==> src/cefa_pkg.sv <==
// Constants and types shared by the engine fault alarm mask block.
package cefa_pkg;

    // ****************************************************************
    // Bus and widths
    // ****************************************************************
    localparam int AW = 8;
    localparam int DW = 32;
    localparam int NEV = 10;
    localparam int MW = 16;
    localparam int BW = 8;

    // ****************************************************************
    // Register offsets
    // ****************************************************************
    localparam logic [AW-1:0] OFF_MASK = 8'h00;
    localparam logic [AW-1:0] OFF_LINK_MODE = 8'h04;
    localparam logic [AW-1:0] OFF_DEV_ADDR = 8'h08;
    localparam logic [AW-1:0] OFF_CNT_CFG = 8'h0C;
    localparam logic [AW-1:0] OFF_STATUS = 8'h10;
    localparam logic [AW-1:0] OFF_CLEAR = 8'h14;
    localparam logic [AW-1:0] OFF_IRQ_EN = 8'h18;
    localparam logic [AW-1:0] OFF_OUT_STAT = 8'h1C;

    // ****************************************************************
    // Alarm mask bit positions
    // ****************************************************************
    localparam int MB_LOW_OIL = 0;
    localparam int MB_MIN_OIL = 1;
    localparam int MB_HIGH_TEMP = 2;
    localparam int MB_MAX_TEMP = 3;
    localparam int MB_WIF = 8;
    localparam int MB_RED_CLASS = 13;
    localparam int MB_YELLOW = 14;
    localparam int MB_RED = 15;

    // ****************************************************************
    // Event positions in status, clear and enable registers
    // ****************************************************************
    localparam int EV_MIN_OIL = 0;
    localparam int EV_LOW_OIL = 1;
    localparam int EV_HIGH_TEMP = 2;
    localparam int EV_MAX_TEMP = 3;
    localparam int EV_WIF = 4;
    localparam int EV_YELLOW = 5;
    localparam int EV_RED = 6;
    localparam int EV_BUS_OFF = 7;
    localparam int EV_DUP_ADDR = 8;
    localparam int EV_COUNT = 9;

    // ****************************************************************
    // Reset values
    // ****************************************************************
    localparam logic [MW-1:0] MASK_RST = 16'hFFFF;
    localparam logic [BW-1:0] LINK_MODE_RST = 8'h00;
    localparam logic [BW-1:0] DEV_ADDR_RST = 8'h01;
    localparam logic [BW-1:0] CNT_CFG_RST = 8'h00;
    localparam logic [NEV-1:0] IRQ_EN_RST = 10'h000;

    // ****************************************************************
    // Timing
    // ****************************************************************
    localparam int CLK_KHZ = 200000;
    localparam int COUNT_HOLD_MS = 2000;
    localparam int COUNT_HOLD_CYC = COUNT_HOLD_MS * CLK_KHZ;

    typedef enum logic [1:0] {
        CM_IDLE = 2'b00,
        CM_TIMING = 2'b01,
        CM_FIRED = 2'b10
    } cefa_cm_state_t;

endpackage

==> src/cefa_evt_if.sv <==
// Interface joining the event sources to the latched flag bank.
`timescale 1ns/1ps
interface cefa_evt_if;
    import cefa_pkg::*;
    logic [NEV-1:0] set;
    logic [NEV-1:0] clr;
    logic [NEV-1:0] flags;
    modport src (output set, output clr, input flags);
    modport bank (input set, input clr, output flags);
endinterface

==> src/cefa_sticky.sv <==
// Latched event flags: set by hardware, acknowledged by software.
`timescale 1ns/1ps
module cefa_sticky (
    input wire logic sys_clk, // System clock.
    input wire logic resetn, // Synchronous reset, active low.
    input wire logic clk_en, // Freezes all state while low.
    cefa_evt_if.bank ev // Set, clear and flag vectors.
);
    import cefa_pkg::*;

    logic [NEV-1:0] flags_r;
    wire logic [NEV-1:0] flags_nxt;

    // A set in the same cycle as its clear wins.
    assign flags_nxt = ev.set | (flags_r & ~ev.clr);
    assign ev.flags = flags_r;

    always_ff @(posedge sys_clk) begin
        if (!resetn) begin
            flags_r <= '0;
        end else if (clk_en) begin
            flags_r <= flags_nxt;
        end
    end
endmodule

==> src/cefa_cnt_mon.sv <==
// Watches the controller count on the link for a two second mismatch.
`timescale 1ns/1ps
module cefa_cnt_mon #(
    parameter int unsigned HOLD_CYC = cefa_pkg::COUNT_HOLD_CYC
) (
    input wire logic sys_clk, // System clock.
    input wire logic resetn, // Synchronous reset, active low.
    input wire logic clk_en, // Freezes all state while low.
    input wire logic [cefa_pkg::BW-1:0] cfg_count, // Configured count.
    input wire logic [cefa_pkg::BW-1:0] seen_count, // Controllers heard.
    input wire logic tie_open, // A bus tie breaker is open.
    output logic timeout // Mismatch has lasted the full window.
);
    import cefa_pkg::*;

    cefa_cm_state_t state_r;
    cefa_cm_state_t state_nxt;
    logic [31:0] cnt_r;
    wire logic active;
    wire logic last;

    assign active = (cfg_count != '0) && !tie_open
        && (seen_count != cfg_count);
    assign last = (cnt_r == 32'(HOLD_CYC - 1));
    assign timeout = (state_r == CM_FIRED) && active;

    always_comb begin
        state_nxt = state_r;
        unique case (state_r)
            CM_IDLE: if (active) state_nxt = CM_TIMING;
            CM_TIMING: begin
                if (!active) state_nxt = CM_IDLE;
                else if (last) state_nxt = CM_FIRED;
            end
            CM_FIRED: if (!active) state_nxt = CM_IDLE;
            default: state_nxt = CM_IDLE;
        endcase
    end

    always_ff @(posedge sys_clk) begin
        if (!resetn) begin
            state_r <= CM_IDLE;
            cnt_r <= '0;
        end else if (clk_en) begin
            state_r <= state_nxt;
            cnt_r <= (state_nxt == CM_TIMING) ? cnt_r + 32'd1 : '0;
        end
    end
endmodule

==> src/cefa_top.sv <==
// Engine fault alarm masking and link supervision, with APB registers.
//
// Notes on behaviour
// - Minimum oil pressure raises an alarm only while mask bit 1 is set.
// - Low oil pressure raises a warning only while mask bit 0 is set.
// - High oil temperature raises a warning only while mask bit 2 set.
// - Maximum oil temperature raises an alarm only while mask bit 3 set.
// - Water in fuel raises a warning only while mask bit 8 is set.
// - Yellow lamp raises a warning only while mask bit 14 is set.
// - Red lamp enabled by mask bit 15; bit 13 picks alarm or warning.
// - An enabled event rises as soon as the engine unit reports it.
// - Lamp events come from the engine unit or the voltage regulator.
// - Every event except bus-off is evaluated in every operating mode.
// - Link bus-off raises a warning; it has no disable bit.
// - Bus-off warning is suppressed while the link bus mode is zero.
// - A link message bearing our own address raises a warning.
// - Controller count differing two seconds warns; zero count disables.
// - Controller count warning is suppressed while a tie breaker is open.
`timescale 1ns/1ps
module cefa_top #(
    parameter int unsigned COUNT_HOLD = cefa_pkg::COUNT_HOLD_CYC
) (
    input wire logic sys_clk, // System clock, 200 MHz.
    input wire logic resetn, // Synchronous reset, active low.
    input wire logic clk_en, // Freezes all state while low.
    input wire logic psel, // APB select.
    input wire logic penable, // APB enable.
    input wire logic pwrite, // APB direction, high for write.
    input wire logic [cefa_pkg::AW-1:0] paddr, // APB byte address.
    input wire logic [cefa_pkg::DW-1:0] pwdata, // APB write data.
    output logic [cefa_pkg::DW-1:0] prdata, // APB read data.
    output logic pready, // APB ready.
    output logic pslverr, // APB error on unmapped address.
    input wire logic ecu_min_oil, // Engine unit: minimum oil pressure.
    input wire logic ecu_low_oil, // Engine unit: low oil pressure.
    input wire logic ecu_high_oil_temp, // Engine unit: high oil temp.
    input wire logic ecu_max_oil_temp, // Engine unit: maximum oil temp.
    input wire logic ecu_water_in_fuel, // Engine unit: water in fuel.
    input wire logic ecu_yellow_lamp, // Engine unit: yellow lamp.
    input wire logic avr_yellow_lamp, // Regulator: yellow lamp.
    input wire logic ecu_red_lamp, // Engine unit: red lamp.
    input wire logic avr_red_lamp, // Regulator: red lamp.
    input wire logic link_bus_off, // Link protocol engine is bus-off.
    input wire logic link_rx_valid, // One-cycle strobe per link message.
    input wire logic [cefa_pkg::BW-1:0] link_rx_addr, // Sender address.
    input wire logic [cefa_pkg::BW-1:0] link_ctrl_seen, // Count heard.
    input wire logic tie_breaker_open, // Some bus tie breaker is open.
    output logic alarm_out, // A latched alarm-class event is present.
    output logic warning_out, // A latched warning-class event is present.
    output logic irq // Level interrupt.
);
    import cefa_pkg::*;

    // ****************************************************************
    // Mask gating helper
    // ****************************************************************

    // Returns the report only while its mask bit is set.
    function automatic logic gate(
        input logic [MW-1:0] mask,
        input int pos,
        input logic report
    );
        gate = report & mask[pos];
    endfunction

    // ****************************************************************
    // Registers
    // ****************************************************************

    logic [MW-1:0] mask_r;
    logic [BW-1:0] link_mode_r;
    logic [BW-1:0] dev_addr_r;
    logic [BW-1:0] cnt_cfg_r;
    logic [NEV-1:0] irq_en_r;
    logic [DW-1:0] prdata_r;
    logic alarm_r;
    logic warning_r;
    logic irq_r;

    // ****************************************************************
    // APB decode
    // ****************************************************************

    wire logic setup_ph;
    wire logic access_ph;
    wire logic wr_take;
    wire logic hit_mask;
    wire logic hit_mode;
    wire logic hit_addr;
    wire logic hit_cnt;
    wire logic hit_status;
    wire logic hit_clear;
    wire logic hit_irq_en;
    wire logic hit_out;
    wire logic mapped;

    assign setup_ph = psel && !penable;
    assign access_ph = psel && penable;
    assign hit_mask = (paddr == OFF_MASK);
    assign hit_mode = (paddr == OFF_LINK_MODE);
    assign hit_addr = (paddr == OFF_DEV_ADDR);
    assign hit_cnt = (paddr == OFF_CNT_CFG);
    assign hit_status = (paddr == OFF_STATUS);
    assign hit_clear = (paddr == OFF_CLEAR);
    assign hit_irq_en = (paddr == OFF_IRQ_EN);
    assign hit_out = (paddr == OFF_OUT_STAT);
    assign mapped = hit_mask | hit_mode | hit_addr | hit_cnt
        | hit_status | hit_clear | hit_irq_en | hit_out;

    // The slave answers in the first access cycle.
    assign pready = 1'b1;
    assign pslverr = access_ph && !mapped;
    assign wr_take = access_ph && pwrite && mapped && clk_en;
    assign prdata = prdata_r;

    // ****************************************************************
    // Event gating
    // ****************************************************************

    cefa_evt_if ev ();

    wire logic yellow_src;
    wire logic red_src;
    wire logic bus_off_evt;
    wire logic dup_evt;
    wire logic cnt_timeout;
    wire logic [NEV-1:0] alarm_class;
    wire logic [NEV-1:0] clr_vec;

    // No operating mode term appears: all events but bus-off are live in all modes.
    assign yellow_src = ecu_yellow_lamp | avr_yellow_lamp;
    assign red_src = ecu_red_lamp | avr_red_lamp;

    // Reports pass straight to the flags with no delay or filter.
    assign ev.set[EV_MIN_OIL] =
        gate(mask_r, MB_MIN_OIL, ecu_min_oil);
    assign ev.set[EV_LOW_OIL] =
        gate(mask_r, MB_LOW_OIL, ecu_low_oil);
    assign ev.set[EV_HIGH_TEMP] =
        gate(mask_r, MB_HIGH_TEMP, ecu_high_oil_temp);
    assign ev.set[EV_MAX_TEMP] =
        gate(mask_r, MB_MAX_TEMP, ecu_max_oil_temp);
    assign ev.set[EV_WIF] =
        gate(mask_r, MB_WIF, ecu_water_in_fuel);
    assign ev.set[EV_YELLOW] =
        gate(mask_r, MB_YELLOW, yellow_src);
    assign ev.set[EV_RED] =
        gate(mask_r, MB_RED, red_src);

    assign bus_off_evt = link_bus_off
        && (link_mode_r != '0);
    assign dup_evt = link_rx_valid
        && (link_rx_addr == dev_addr_r);

    assign ev.set[EV_BUS_OFF] = bus_off_evt;
    assign ev.set[EV_DUP_ADDR] = dup_evt;
    assign ev.set[EV_COUNT] = cnt_timeout;

    // Writing ones to the clear register acknowledges those flags.
    assign clr_vec = pwdata[NEV-1:0];
    assign ev.clr = (wr_take && hit_clear) ? clr_vec : '0;

    // Red lamp class follows its class bit; the rest are fixed.
    assign alarm_class = {
        3'b000,
        mask_r[MB_RED_CLASS],
        2'b00,
        1'b1,
        2'b00,
        1'b1
    };

    // ****************************************************************
    // Sub-blocks
    // ****************************************************************

    cefa_sticky u_sticky (
        .sys_clk(sys_clk),
        .resetn(resetn),
        .clk_en(clk_en),
        .ev(ev.bank)
    );

    cefa_cnt_mon #(
        .HOLD_CYC(COUNT_HOLD)
    ) u_cnt_mon (
        .sys_clk(sys_clk),
        .resetn(resetn),
        .clk_en(clk_en),
        .cfg_count(cnt_cfg_r),
        .seen_count(link_ctrl_seen),
        .tie_open(tie_breaker_open),
        .timeout(cnt_timeout)
    );

    // ****************************************************************
    // Read data selection
    // ****************************************************************

    wire logic [NEV-1:0] flags;
    wire logic [DW-1:0] rd_data;
    wire logic any_alarm;
    wire logic any_warning;
    wire logic any_irq;

    assign flags = ev.flags;
    assign any_alarm = |(flags & alarm_class);
    assign any_warning = |(flags & ~alarm_class);
    assign any_irq = |(flags & irq_en_r);

    assign rd_data =
        hit_mask ? {16'h0000, mask_r} :
        hit_mode ? {24'h000000, link_mode_r} :
        hit_addr ? {24'h000000, dev_addr_r} :
        hit_cnt ? {24'h000000, cnt_cfg_r} :
        hit_status ? {22'h0, flags} :
        hit_irq_en ? {22'h0, irq_en_r} :
        hit_out ? {29'h0, irq_r, warning_r, alarm_r} :
        32'h00000000;

    // ****************************************************************
    // Register writes and outputs
    // ****************************************************************

    always_ff @(posedge sys_clk) begin
        if (!resetn) begin
            mask_r <= MASK_RST;
            link_mode_r <= LINK_MODE_RST;
            dev_addr_r <= DEV_ADDR_RST;
            cnt_cfg_r <= CNT_CFG_RST;
            irq_en_r <= IRQ_EN_RST;
        end else if (wr_take) begin
            if (hit_mask) mask_r <= pwdata[MW-1:0];
            if (hit_mode) link_mode_r <= pwdata[BW-1:0];
            if (hit_addr) dev_addr_r <= pwdata[BW-1:0];
            if (hit_cnt) cnt_cfg_r <= pwdata[BW-1:0];
            if (hit_irq_en) irq_en_r <= pwdata[NEV-1:0];
        end
    end

    always_ff @(posedge sys_clk) begin
        if (!resetn) begin
            prdata_r <= '0;
        end else if (clk_en && setup_ph && !pwrite) begin
            prdata_r <= rd_data;
        end
    end

    always_ff @(posedge sys_clk) begin
        if (!resetn) begin
            alarm_r <= 1'b0;
            warning_r <= 1'b0;
            irq_r <= 1'b0;
        end else if (clk_en) begin
            alarm_r <= any_alarm;
            warning_r <= any_warning;
            irq_r <= any_irq;
        end
    end

    assign alarm_out = alarm_r;
    assign warning_out = warning_r;
    assign irq = irq_r;
endmodule

==> config.mk <==
export PLATFORM = sky130hd
export DESIGN_NAME = cefa_top
export DESIGN_NICKNAME = d
export VERILOG_FILES = /design/src/cefa_pkg.sv /design/src/cefa_evt_if.sv /design/src/cefa_sticky.sv /design/src/cefa_cnt_mon.sv /design/src/cefa_top.sv
export SDC_FILE = /design/constraint.sdc
export NUM_CORES = 1
export LEC_CHECK = 0
export BUFFER_PORTS_ARGS = -buffer_cell sky130_fd_sc_hd__buf_2
export CORE_ASPECT_RATIO = 0.6
export CORE_MARGIN = 2
export CORE_UTILIZATION = 40
export DETAILED_ROUTE_END_ITERATION = 7
export PLACE_DENSITY = 0.7
export SYNTH_ARGS = -nofsm -noshare
export SYNTH_HDL_FRONTEND = slang
export SYNTH_HIERARCHICAL = 1
export SYNTH_SLANG_ARGS = --single-unit
export TNS_END_PERCENT = 30
==> constraint.sdc <==
create_clock -name sys_clk -period 2.1 [get_ports sys_clk]
set_input_delay 0.105 -clock sys_clk [delete_from_list [all_inputs] [get_ports sys_clk]]
set_output_delay 0.105 -clock sys_clk [all_outputs]
set_load 0.02 [all_outputs]
* Word-level counts from Yosys, hierarchy flattened
Cells that the tools add are included.
** Operators by class
- Eq/ne operators :: 13
- Bitwise operators :: 23
- Reductions and logical operators :: 30
- Add/sub/neg operators :: 1
- Muxes and demuxes :: 14
** Operators by type and width (count)
- 10-bit two-way mux :: 6
- 32-bit by 1-bit adder with 32-bit output, second input constant :: 1
- 32-bit by 29-bit == test with 1-bit output, second input constant :: 1
- 8-bit by 5-bit == test with 1-bit output, second input constant :: 4
- 32-bit two-way mux :: 1
- 10-bit bitwise AND :: 3
- 10-bit OR reduction :: 3
- 8-bit by 4-bit == test with 1-bit output, second input constant :: 2
- 16-bit two-way mux :: 1
- 8-bit nonzero test :: 2
- 1-bit logical AND :: 14
- 10-bit by 7-bit bitwise AND with 10-bit output :: 1
- 10-bit inverter :: 1
- 7-bit inverter with 10-bit output :: 1
- 10-bit bitwise OR :: 1
- 2-bit AND reduction :: 5
- 1-bit bitwise OR :: 9
- 8-bit by 3-bit == test with 1-bit output, second input constant :: 1
- 8-bit == test :: 1
- 8-bit zero test :: 1
- 2-bit two-way mux :: 4
- 8-bit inequality test :: 1
- 1-bit bitwise AND :: 7
- 2-bit case mux with 3 select lines :: 1
- other kinds (5) :: 9
** Word-level totals
- Bits in registers :: 129

* Longest topological paths before layout
Gate-level depths: netlist of run 1.
- Word-level depth :: 15
- Depth in mapped cells :: 8
- Depth with buffers taken out :: 6

* Modules after synthesis
The synthesis of run 1 kept the hierarchy.
** By module, submodules not included
- cefa_top :: cells an instance 394, sequential area each 1381.3 um^2, instances 1, area an instance 3622.2 um^2
- cefa_cnt_mon :: cells an instance 250, sequential area each 680.7 um^2, instances 1, area an instance 2189.6 um^2
- cefa_sticky :: cells an instance 44, sequential area each 200.2 um^2, instances 1, area an instance 420.4 um^2

* Least setup slack after synthesis of run 1
Ideal clock, no wire load.
- Kind :: input to register
- Start :: input paddr[1] (netlist name)
- End :: register mask_r[10]
- Data required time :: 1.971 ns
- Path buffers :: 2
- Arrival :: 1.745 ns
- Stages on the path :: 6
- Setup slack :: 0.225 ns
- Cells stage by stage :: or4_4 buf_6 nor4_4 buf_6 mux2i_1 nand2_1
** Between the ends
- Longest elaborated chain between the ends :: 11
- Elaborated cells between the ends (all ways) :: 18
** Ends and longest elaborated chain
- from (decl) :: RTL line cefa_top.sv:29 : input wire logic [cefa_pkg::AW-1:0] paddr,
- 8-bit by 3-bit == test with 1-bit output / 8-bit zero test (equally long branches) :: RTL line cefa_top.sv:101, cefa_top.sv:100
- 1-bit bitwise OR (3 in series) :: RTL line cefa_top.sv:108 : assign mapped = hit_mask | hit_mode | hit_addr | hit_cnt
- 1-bit bitwise OR (4 in series) :: RTL line cefa_top.sv:109 : | hit_status | hit_clear | hit_irq_en | hit_out;
- 1-bit logical AND (2 in series) :: RTL line cefa_top.sv:114 : assign wr_take = access_ph && pwrite && mapped && clk_en;
- 2-bit AND reduction (no line) (*)
- to (signal assigned) :: RTL line cefa_top.sv:234 : if (hit_mask) mask_r <= pwdata[MW-1:0];
- to (decl) :: RTL line cefa_top.sv:71 : logic [MW-1:0] mask_r;
Mark *: on every way between the ends. The rest lies on a longest branch, timed or not.
A chain may end at the register's enable or synchronous reset.

* Worst setup path after layout of run 1
- Start :: register u_cnt_mon.cnt_r[0]
- End :: register u_cnt_mon.cnt_r[26]
** Between the ends
- Longest elaborated chain between the ends :: 6
- Elaborated cells between the ends (all ways) :: 7
** Ends and longest elaborated chain
- from (decl) :: RTL line cefa_cnt_mon.sv:18 : logic [31:0] cnt_r;
- from (signal assigned) :: RTL line cefa_cnt_mon.sv:46 : cnt_r <= (state_nxt == CM_TIMING) ? cnt_r + 32'd1 : '0;
- 32-bit by 29-bit == test with 1-bit output :: RTL line cefa_cnt_mon.sv:24 : assign last = (cnt_r == 32'(HOLD_CYC - 1));
- 2-bit two-way mux :: RTL line cefa_cnt_mon.sv:33 : else if (last) state_nxt = CM_FIRED;
- 2-bit two-way mux :: RTL line cefa_cnt_mon.sv:32 : if (!active) state_nxt = CM_IDLE;
- 2-bit case mux with 3 select lines :: RTL line cefa_cnt_mon.sv:29 : unique case (state_r)
- 2-bit by 1-bit == test with 1-bit output :: RTL line cefa_cnt_mon.sv:46
- 32-bit two-way mux (*) :: RTL line cefa_cnt_mon.sv:46
Marks and branches as above.

==> impl_summary.md, run 1 <==
Power and ir drop
The post-route total power is 5460 uW. Of the total power, combinational logic draws 0.071. The worst-case IR drop observed on VDD is 0.000504 V. The analysis attributes to cell leakage a power of 0.00302 uW. The net switching power is 1380 uW.

The switching share of total power is 0.252. The internal portion of the total power is 4080 uW. Power spread over the standard cell area amounts to 716 nW/um^2. The share of total power dissipated in the clock network is 0.526. The fraction of power consumed by sequential logic is 0.403.

Logic synthesis
The sequential element share of the synthesized area is 0.363. In this run, synthesis produced a sequential element count of 113. Yosys instantiated no cell more often than sky130_fd_sc_hd__dfxtp_1.

The post-synthesis cell type with the largest combined area is sky130_fd_sc_hd__dfxtp_1. The share of the synthesized area in the top cell type is 0.363. The synthesized instance count is 688. The share of flip-flops with an asynchronous set or reset after synthesis is 0.

The number of enable-type register cells in the synthesized netlist is 0. The main flop type after synthesis is sky130_fd_sc_hd__dfxtp_1. The post-synthesis average cell area is 9.06 sq um.

The number of different library cells in the post-synthesis netlist is 68. By area the synthesized netlist is led by sky130_fd_sc_hd__dfxtp_1 36%, sky130_fd_sc_hd__mux2i_1 9.2%, sky130_fd_sc_hd__nand2_1 5.1%. The count of yosys warnings during synthesis is 6. After synthesis, the most frequently instantiated cells are 113 x sky130_fd_sc_hd__dfxtp_1, 85 x sky130_fd_sc_hd__nand2_1, 57 x sky130_fd_sc_hd__mux2i_1. The post-synth design cell area is 6230 sq um.

Critical path
For the worst flop-to-flop path, the logic depth is 7. The start of the worst register-to-register path is u_cnt_mon/cnt_r[0]. The endpoint identified for the worst register-to-register timing path is u_cnt_mon/cnt_r[26]. The arrival time of the worst setup path is 2310 ps. The internal reg-to-reg setup slack is 80 ps. The launching element type of the critical path is a flip-flop. The critical-path maximum fanout is 29. The critical path is of the flip-flop to flip-flop type. The kind of end point of the critical path is a flip-flop. STA puts the critical path data required time at 2400 ps.

Global route
For this run the aggregate overflow at the end of global routing stands at 0. The initial antenna violation count came to 0. Entering global routing, the biggest net connects 83 pins. The first-pass GRT wire length is 28,200 microns. The total track usage is 0.219. The via count of the first global-routing pass is 5,180.

Layout
The post-synthesis to final-layout area growth is 22.3%. The antenna diode count is 0. The number of nets in the final layout is 861. The proportion of layout cells with a drive suffix above 1 is 0.223.

Routing
The residual antenna-violating net count after detailed routing is 0. The overall routed net length is 17,800 microns. In the routed layout, each cell is associated on average with a via count of 5.69. The remaining design rule violation count is 0. The number of vias in the routed layout is 5,698. The number of detailed-routing iterations run before antenna repair is 5.

The number of DRC violations after detailed-routing iteration 0 is 483. The average detailed-routed wire length per instance is 17.8 microns.

STA
Setup repair after global routing left no endpoint under its margin. The shortest period the worst path allows is 2020 ps. The worst clock skew is 11.2 ps. The hold violation count in the final report is 0.

The aggregate negative setup slack is 0 ps. At the pin with the least slew margin, the transition time is 544 ps. Of the available clock period, the critical path in the final layout requires 0.960. The max-slew violation count is 0. Static timing analysis puts the maximum clock frequency at 0.496 GHz. In this run the tightest slew margin relative to its limit is 0.636. Setup violations remaining at the end of the flow were counted as 0.

Hold path
The start point of the worst min-delay path is pwdata[4]. Counting instances, the worst hold path has a depth of 3. In this run the worst hold path is classified as input pin to flip-flop. The hold path endpoint is mask_r[4].

Floorplan
The die outline width is 165 microns. The core region is 15,300 sq um. The initialized floorplan defines 35 standard-cell rows.

The vertical die dimension is 101 microns. The initial standard-cell utilization of the core is 0.408. 111 I/O pins were placed. The floorplan step defined a die boundary enclosing 16,600 sq um.

Clock tree
After clock tree synthesis, the clock-pin slew on the worst setup and hold paths is 60 ps. TritonCTS built the clock tree. In this run, CTS created clock tree buffers numbering 17. The count of H-tree levels built during CTS is 4. The maximum clock path buffer count is 2. The later-pin clock latency in the skew report is 420 ps. The cell at the root of the clock tree is sky130_fd_sc_hd__clkbuf_16.

The clock drives 113 sinks.

Placement
Routability-driven placement finished with a final weighted congestion of 0.865. The HPWL after detailed placement is 12,500 microns. The count of buffers from port buffering is 77.

Flow run
Across the run, the number of max-cap violations was 0.

Run status
The run finished with clean final reports.
## power groups by stage
stage | combinational, uW | clock (uW) | sequential [uW]
2_1_floorplan | 241 | 0 | 2240
4_1_cts | 380 | 2900 | 2200
6_report | 385 | 2870 | 2200
5_1_grt | 413 | 3000 | 2200
3_3_place_gp | 357 | 0 | 2240
3_5_place_dp | 360 | 0 | 2250
## per-layer routing
metal  vias to the layer above  part of all wire  global-route usage
met5                         -                 0                   0
met4                         0             0.011              0.0582
met3                        18             0.075              0.0502
met2                       223              0.39               0.288
met1                      2733              0.52               0.348
li1                       2724                 -                   -
## how the worst max path moves through the flow
stage | start | to
CTS | u_cnt_mon/cnt_r[0] | u_cnt_mon/cnt_r[26]
detailed placement | u_cnt_mon/cnt_r[0] | u_cnt_mon/cnt_r[26]
global route | u_cnt_mon/cnt_r[0] | u_cnt_mon/cnt_r[26]
global placement | paddr[1] | cnt_cfg_r[0]
floorplan | paddr[1] | mask_r[10]
finish | u_cnt_mon/cnt_r[0] | u_cnt_mon/cnt_r[26]
## registers in the layout, summed over array words and instances (netlist names)
signal / flops
u_cnt_mon/cnt_r: 32
mask_r: 16
prdata: 16
irq_en_r: 10
u_sticky/ev.flags: 10
cnt_cfg_r: 8
dev_addr_r: 8
link_mode_r: 8
u_cnt_mon/state_r: 2
alarm_out: 1
irq: 1
warning_out: 1
## critical path: stages, from the launching register on
cell,delay [ps]
sky130_fd_sc_hd__dfxtp_1,410
sky130_fd_sc_hd__ha_1,250
sky130_fd_sc_hd__and3_1,210
sky130_fd_sc_hd__nand3_1,180
sky130_fd_sc_hd__nor3_4,230
sky130_fd_sc_hd__buf_12,210
sky130_fd_sc_hd__nor2_1,70
sky130_fd_sc_hd__a221o_1,330
## cell type report
type,instances,area (sq um)
Fill cell,1450,7660
Inverter,6,22.5
Clock inverter,15,161
Clock buffer,17,425
Tap cell,203,254
Timing Repair Buffer,126,848
Multi-Input combinational cell,522,3650
Sequential cell,113,2260
## per-stage QoR
step                      hold WS (ps)  instance area, sq um   util  instances  setup slack [ps]
after floorplan                    195                  6290      -        703               225
after global placement             319                  6900  0.452        957               113
after detailed placement           324                  6900  0.452        957              83.1
after CTS                         3.97                  7620  0.499       1002              47.2
after global routing              4.35                  7620  0.499       1002             0.338
final                             15.1                  7620  0.499       1002              83.1
## cell families after synthesis
logic type      share of synthesized area
fa+ha+maj                         0.00201
compound gates                      0.170
other cells                       0.00121
mux                                 0.113
xor+xnor                           0.0253
simple gates                        0.263
flops                               0.363
buf+inv                            0.0628
## placed cells by master, fill, tap and decap left out, drive strengths merged, types with 18 or more instances in the layout
cell,synthesis,final
dfxtp,113,113
buf,36,113
nand2,85,85
mux2i,57,57
nor2b,33,33
and3,23,23
nor3,22,22
nor4,22,22
and2,18,18
## timing repair
action / in CTS / in global routing
hold buffers: 13 / 0
hold endpoints to repair: 15 / 0
resized for setup: 0 / 1
setup endpoints to repair: 0 / 12
buffers inserted: 0 / 0
Note: power is estimated with default switching activity, not from simulation.
==> run 2: changes to the inputs <==
--- a/config.mk
+++ b/config.mk
@@ -10,9 +10,8 @@
 export CORE_MARGIN = 2
 export CORE_UTILIZATION = 40
 export DETAILED_ROUTE_END_ITERATION = 7
-export PLACE_DENSITY = 0.7
+export PLACE_DENSITY = 0.71
 export SYNTH_ARGS = -nofsm -noshare
 export SYNTH_HDL_FRONTEND = slang
-export SYNTH_HIERARCHICAL = 1
 export SYNTH_SLANG_ARGS = --single-unit
 export TNS_END_PERCENT = 30
==> run 2 against run 1 <==
Against the previous run:
- non-clock buffer count grew 5
- global-route usage is 1.1 points higher
- cell area shrank 1.7%
- core utilization up 1.5 points
- via count down 0.61%
- largest cell class unchanged
- die area shrank 3.1%
==> impl_summary.md, run 2 <==
Critical path
The dominant delay contributor by cell family on the critical path is simple AND/OR/NAND/NOR gates. The signal on the critical path passes through and4_1 -> nand3_1 -> nor4_4 -> buf_12 -> nor2_2 -> a221o_1. The library cell contributing the largest single delay on the critical path is sky130_fd_sc_hd__dfxtp_1. The worst path buffer plus inverter count is 1.

The class of the most critical setup path is flip-flop to flip-flop. For the worst setup path, the data arrival time is 2290 ps. The internal reg-to-reg setup slack is 100 ps. The kind of end point of the critical path is a flip-flop. At the worst endpoint, the required time is 2390 ps.

On the worst path, the slowest cell contributes a delay of 390 ps. The launching element type of the critical path is a flip-flop. Along the worst path, the maximum fanout reaches 28.

STA
The remaining max-slew budget at the tightest pin is 0.373. In the finished design, the share of the clock period the worst path needs comes to 0.951. The max-slew violation count came to 0. The worst clock skew is 10.5 ps. Setup total negative slack on the finished layout was measured at 0 ps. The slew at the pin closest to its max-slew limit is 939 ps.

The count of final setup violators is 0. The hold violation count in the final report is 0. Setup repair after global routing left no endpoint under its margin.

For this run, the top clock speed supported by timing is 0.501 GHz. The clock period could shrink to 2000 ps.

Placement
Once detailed placement completed, the half-perimeter wirelength came to 12,900 microns. The post-place instance area is 6720 sq um. The congestion estimate from routability-driven global placement came to 0.889. The count of buffers added on input and output ports is 77.

Logic synthesis
The main flop type after synthesis is sky130_fd_sc_hd__dfxtp_1. Of all cell types, the one taking the most synthesized area is sky130_fd_sc_hd__dfxtp_1. In the synthesized netlist, the number of instances is 694.

The netlist uses 76 different library cells. The Yosys step of the flow raised 0 warnings. The number of enable-type register cells in the synthesized netlist is 0.

The most frequent cell after synthesis is sky130_fd_sc_hd__dfxtp_1. The number of synthesized register bits is 113. The share of the synthesized area in the top cell type is 0.375.

The post-synthesis average cell area is 8.69 sq um. The cell area that synthesis handed to floorplanning was 6030 sq um. The sequential element share of the synthesized area is 0.375.

The commonest cells after synthesis are 113 x sky130_fd_sc_hd__dfxtp_1, 94 x sky130_fd_sc_hd__nand2_1, 46 x sky130_fd_sc_hd__nand3_1. Sorting the synthesized cells by area gives the leading types as sky130_fd_sc_hd__dfxtp_1 38%, sky130_fd_sc_hd__mux2i_1 7.1%, sky130_fd_sc_hd__nand2_1 5.9%. The share of flip-flops with an asynchronous set or reset after synthesis is 0.

Routing
The detailed router placed 5,663 vias in this run. The average detailed-routed wire length per instance is 17.9 microns. The via-per-instance ratio is 5.62. For this block, the initial DRC count from the detailed router was 539. For this block, the routed nets add up to 18,100 microns of wire. For this run, design rule violations remaining after detail routing come to 0. Before antenna repair, the detailed router went through 5 iterations. The residual antenna-violating net count after detailed routing is 0.

Layout
The antenna diode count is 0. The register with the most flip-flops in the layout has 32 of them. With fillers left out, the area of the finished cells amounts to 7490 sq um.

u_cnt_mon.cnt_r holds more flip-flops than any other register. The area of combinational cells with multiple inputs is 3490 sq um. Relative to the synthesized area, the layout overhead comes to 24.2%.

The library cells used most frequently in the layout, excluding fill and tap cells, are 111 x sky130_fd_sc_hd__dfxtp_1, 94 x sky130_fd_sc_hd__nand2_1, 77 x sky130_fd_sc_hd__buf_2. Counting the fill cells in the layout gives 1,365. Of the cells placed in the final design, the portion with a size suffix greater than 1 is 0.225. The register area is 2260 sq um. Leaving out fill and tap cells, the most frequent cell in the layout is sky130_fd_sc_hd__dfxtp_1. The number of nets in the final layout is 871.

Global route
For this run the aggregate overflow at the end of global routing stands at 0. The first global-routing pass estimated 28,600 microns of wire. The via count of the first global-routing pass is 5,156. The initial antenna violation count is 0.

In the global route stage, overall resource usage came out at 0.231. Entering global routing, the biggest net connects 86 pins.

Floorplan
The floorplan step defined a die boundary enclosing 16,100 sq um. The die outline width is 163 microns. The vertical die dimension is 99.1 microns. The placement row count is 34. The initial standard-cell utilization of the core is 0.413. The region available for standard cell placement spans 14,600 sq um.

The number of top-level pins is 111.

Clock tree
The cell at the root of the clock tree is sky130_fd_sc_hd__clkbuf_16. The TritonCTS buffer count is 17. The maximum clock path buffer count is 2. The count of H-tree levels built during CTS is 4. Clock latency on the worst-skew pair, taken at its later pin, is 410 ps. For this design, the sink count on the clock tree is 113. The CTS tree is yes. The clock input transition at the sequential cells of the worst setup and hold paths is 60 ps.

Flow run
Across the run, the number of max-cap violations was 0.

Power and ir drop
The power density normalized to cell area is 747 nW/um^2. The leakage power is 0.00297 uW. Across the VDD grid, the largest voltage drop is 0.000462 V.

Run status
The run finished with clean final reports.

Hold path
The path class of the tightest hold or removal check is input pin to flip-flop.
[run 2: changes by cell type in the layout (fill, tap and decap cells not counted), sizes merged, moves of 8 or more]
| cell | before | now |
|---|---|---|
| nor2b | 33 | 45 |
| a22o | 12 | 3 |
| and3 | 23 | 8 |
| o21a | 17 | 7 |
| a31o | 11 | 0 |
| a21boi | 9 | 18 |
| nand2 | 85 | 95 |
| nand3 | 11 | 47 |
| mux2i | 57 | 43 |
| a31oi | 10 | 2 |
| and2 | 18 | 5 |
| a32oi | 0 | 8 |
| a22oi | 14 | 3 |
[run 2: layout make-up]
type	count	share of cell area
Tap cell	198	0.0331
Inverter	5	0.00251
Clock inverter	14	0.0252
Multi-Input combinational cell	528	0.466
Timing Repair Buffer	131	0.113
Clock buffer	18	0.0586
Sequential cell	113	0.302
[run 2: worst paths after layout]
check | startpoint | end | cells past startpoint
setup reg to reg | u_cnt_mon.cnt_r[16] | u_cnt_mon.cnt_r[6] | 6
setup / recovery | u_cnt_mon.cnt_r[16] | u_cnt_mon.cnt_r[6] | 6
hold reg to reg | prdata[4] | prdata[4] | 2
hold / removal | pwdata[0] | mask_r[0] | 3
[run 2: worst reg2reg max path: stages (launching register included)]
cell and delay [ps]:
sky130_fd_sc_hd__dfxtp_1 390, sky130_fd_sc_hd__and4_1 330, sky130_fd_sc_hd__nand3_1 160, sky130_fd_sc_hd__nor4_4 330
sky130_fd_sc_hd__buf_12 220, sky130_fd_sc_hd__nor2_2 110, sky130_fd_sc_hd__a221o_1 320
[run 2: cells by family (layout without fill, tap and decap cells)]
family,Yosys count,count (layout),share of synthesized area
other cells,2,17,0.00125
flops,113,113,0.375
fa+ha+maj,1,1,0.00207
buf+inv,68,168,0.0600
compound gates,130,130,0.166
mux,48,48,0.0807
xor+xnor,19,19,0.0276
simple gates,313,313,0.287
[run 2: through the flow]
step,total power [uW],std cells,utilization,hold slack [ps],setup slack [ps]
2_1_floorplan,2420,709,-,229,120
3_3_place_gp,2540,962,0.460,320,122
3_5_place_dp,2540,962,0.460,323,84.3
4_1_cts,5610,1005,0.511,15.5,77.5
5_1_grt,5750,1007,0.513,23.1,3.63
6_report,5600,1007,0.513,31.9,103
[run 2: repair_timing]
action / 4_1_cts / 5_1_grt
setup endpoints to repair: 0 / 14
hold buffers: 11 / 0
hold endpoints to repair: 13 / 0
resized for setup: 0 / 6
setup buffers: 0 / 2
[run 2: power breakdown]
group	switching (uW)	internal, uW
clock network	1070	2010
logic	207	132
registers	18.8	2160
[run 2: per-layer routing]
layer / up-vias / GRT usage / routed length [microns]
met4: 0 / 0.0742 / 263
met3: 22 / 0.0534 / 1850
met5: - / 0 / 0
met1: 2646 / 0.358 / 8940
met2: 274 / 0.309 / 6990
li1: 2721 / - / -
==> run 3: changes to the inputs <==
--- a/config.mk
+++ b/config.mk
@@ -9,7 +9,9 @@
 export CORE_ASPECT_RATIO = 0.6
 export CORE_MARGIN = 2
 export CORE_UTILIZATION = 40
+export CTS_BUF_LIST = sky130_fd_sc_hd__clkbuf_8 sky130_fd_sc_hd__clkbuf_16
 export DETAILED_ROUTE_END_ITERATION = 7
+export MAX_ROUTING_LAYER = met4
 export PLACE_DENSITY = 0.71
 export SYNTH_ARGS = -nofsm -noshare
 export SYNTH_HDL_FRONTEND = slang
==> run 3 against run 2 <==
Against the previous run:
- sequential cell count unchanged
- largest power group unchanged
- global-route usage increased by 0.63 points
- critical path depth unchanged
- largest cell class unchanged
==> impl_summary.md, run 3 (synthesis results as in run 2) <==
Routing
The routed design has 18,100 microns of wire. The residual antenna-violating net count after detailed routing is 0. After detailed routing, the number of vias per cell comes to 5.63. The detailed router placed 5,668 vias in this run. The pre-antenna-repair detailed-routing pass consisted of 5 iterations. In the final routed layout, each cell accounts on average for 18.0 microns. The number of DRC violations after detailed-routing iteration 0 is 623. After detailed routing, the number of remaining DRC violations is 0.

Layout
The area of combinational cells with multiple inputs is 3490 sq um. In the layout the commonest cells are 111 x sky130_fd_sc_hd__dfxtp_1, 94 x sky130_fd_sc_hd__nand2_1, 77 x sky130_fd_sc_hd__buf_2. The register containing the most flip-flops in the final layout is u_cnt_mon.cnt_r.

The flip-flop count of the largest register, all copies and words added is 32. Registers take 2260 sq um. Compared with the post-synthesis result, the final layout area differs by 24.2%.

Of the cells placed in the final design, the portion with a size suffix greater than 1 is 0.225. The number of inserted filler cells in the final layout is 1,365. At the end of the flow, the number of nets in the layout was 871.

Leaving out fill and tap cells, the most frequent cell in the layout is sky130_fd_sc_hd__dfxtp_1. The antenna diode count is 0. The core utilization of the finished layout is 0.513.

Critical path
For the worst setup path, the data required time is 2440 ps. In this run the worst path has a maximum fanout of 13. The number of buffers and inverters on the critical path is 1. For this run, the slowest stage of the critical path takes 520 ps. The internal reg-to-reg setup slack is 90 ps. The worst setup path is of the flip-flop to flip-flop kind.

The critical path starts at cnt_cfg_r[7]. At the worst endpoint, the arrival time is 2340 ps. The kind of end point of the critical path is a flip-flop. The launching element type of the critical path is a flip-flop. The start of the worst register-to-register path is cnt_cfg_r[7]. The dominant delay contributor by cell family on the critical path is simple AND/OR/NAND/NOR gates. The library cell contributing the largest single delay on the critical path is sky130_fd_sc_hd__or4_1. Traced cell by cell, the critical path runs through nor4_1 -> a21oi_1 -> o2111ai_2 -> buf_4 -> or4_1 -> o211ai_1.

STA
Based on the critical path, the design can be clocked at up to 0.498 GHz. Of the available clock period, the critical path in the final layout requires 0.955. For the pin with the worst max-slew slack, the measured transition is 946 ps. Setup repair after global routing left no endpoint under its margin. Between clock sinks in the finished design, the worst skew comes to 8.04 ps.

The count of final setup violators is 0. The remaining max-slew budget at the tightest pin is 0.368. The aggregate negative setup slack is 0 ps. The hold violation count in the final report was 0.

The routed design could run at a clock period as short as 2010 ps. The max-slew violation count is 0.

Clock tree
The number of sinks handled by clock tree synthesis is 113. CTS placed an instance of sky130_fd_sc_hd__clkbuf_16 at the clock tree root. The H-tree generated during clock tree synthesis spans 4 levels.

The later-pin clock latency in the skew report is 410 ps. TritonCTS built the clock tree. The TritonCTS buffer count is 17. Counting along the longest clock path gives a buffer depth of 2.

The clock input transition at the sequential cells of the worst setup and hold paths is 60 ps.

Power and ir drop
Across the VDD grid, the largest voltage drop is 0.000467 V. The power density normalized to cell area is 748 nW/um^2. Summed over all cells, the static leakage comes to 0.00297 uW.

Placement
The count of buffers from port buffering is 77. Detailed placement finished with a half-perimeter wire length of 12,900 microns. The congestion estimate from routability-driven global placement came to 0.904.

Global route
The maximum number of pins on one net before global-route repair is 86. The overall overflow remaining after global route is 0. The first global-routing pass estimated 28,600 microns of wire.

The initial antenna violation count is 0. The via count of the first global-routing pass is 5,168. In the global route stage, overall resource usage came out at 0.237.

Floorplan
The number of top-level pins is 111. Measured along the x axis, the die boundary spans 163 microns. The total core area is 14,600 sq um. For this configuration, the core starts out at a cell density of 0.413. The floorplan step defined a die boundary enclosing 16,100 sq um.

The floorplan has 34 rows. The vertical die dimension is 99.1 microns.

Run status
The flow ran to the end, and the final reports show no timing, DRC or antenna violations.

Hold path
The startpoint identified for the worst hold timing path is ecu_high_oil_temp. In this run the worst hold path is classified as input pin to flip-flop.

Flow run
Max-cap violations in this run came to 0.
==> run 3: metrics by stage <==
stage / area [sq um] / cells / worst slack [ps] / hold slack [ps] / power, uW
6_report: 7490 / 1007 / 93.8 / 29.8 / 5600
5_1_grt: 7490 / 1007 / 3.80 / 24.5 / 5750
4_1_cts: 7450 / 1005 / 77.5 / 15.5 / 5610
3_5_place_dp: 6720 / 962 / 84.3 / 323 / 2540
3_3_place_gp: 6720 / 962 / 122 / 320 / 2540
2_1_floorplan: 6090 / 709 / 120 / 229 / 2420
==> run 3: worst paths after layout <==
path,cells after the start,end
worst max-delay path,6,u_cnt_mon.cnt_r[24]
worst min-delay path,3,u_sticky.ev.flags[2]
worst max register to register,6,u_cnt_mon.cnt_r[24]
worst min register to register,2,prdata[4]
==> run 3: timing repair <==
item,4_1_cts,5_1_grt
resized for setup,0,6
hold buffers,11,0
setup endpoints to repair,0,14
hold endpoints to repair,13,0
setup buffers,0,2
==> run 3: worst min-delay path, cell delays in order <==
cell                      delay, ps
sky130_fd_sc_hd__buf_2          100
sky130_fd_sc_hd__a32oi_1         90
sky130_fd_sc_hd__nor2b_1        100
==> run 3: power by group <==
part / leakage, uW / total [uW] / switching, uW / internal [uW]
Combinational: 0.00177 / 340 / 208 / 132
Clock: 0.000290 / 3090 / 1080 / 2010
Sequential: 0.000914 / 2180 / 18.8 / 2160
Total: 0.00297 / 5600 / 1310 / 4300
==> run 3: per-layer routing <==
| metal | routed length [microns] | track usage |
|---|---|---|
| met5 | 0 | - |
| met4 | 291 | 0.0742 |
| met3 | 1760 | 0.0513 |
| met2 | 6980 | 0.309 |
| met1 | 9070 | 0.357 |
==> run 3: final cells by class <==
| cell class | instances | share of cell area |
|---|---|---|
| clock buffer | 18 | 0.0586 |
| sequential | 113 | 0.302 |
| multi-input combinational | 528 | 0.466 |
| inverter | 5 | 0.00251 |
| timing repair buffer | 131 | 0.113 |
| clock inverter | 14 | 0.0252 |
| tap | 198 | 0.0331 |
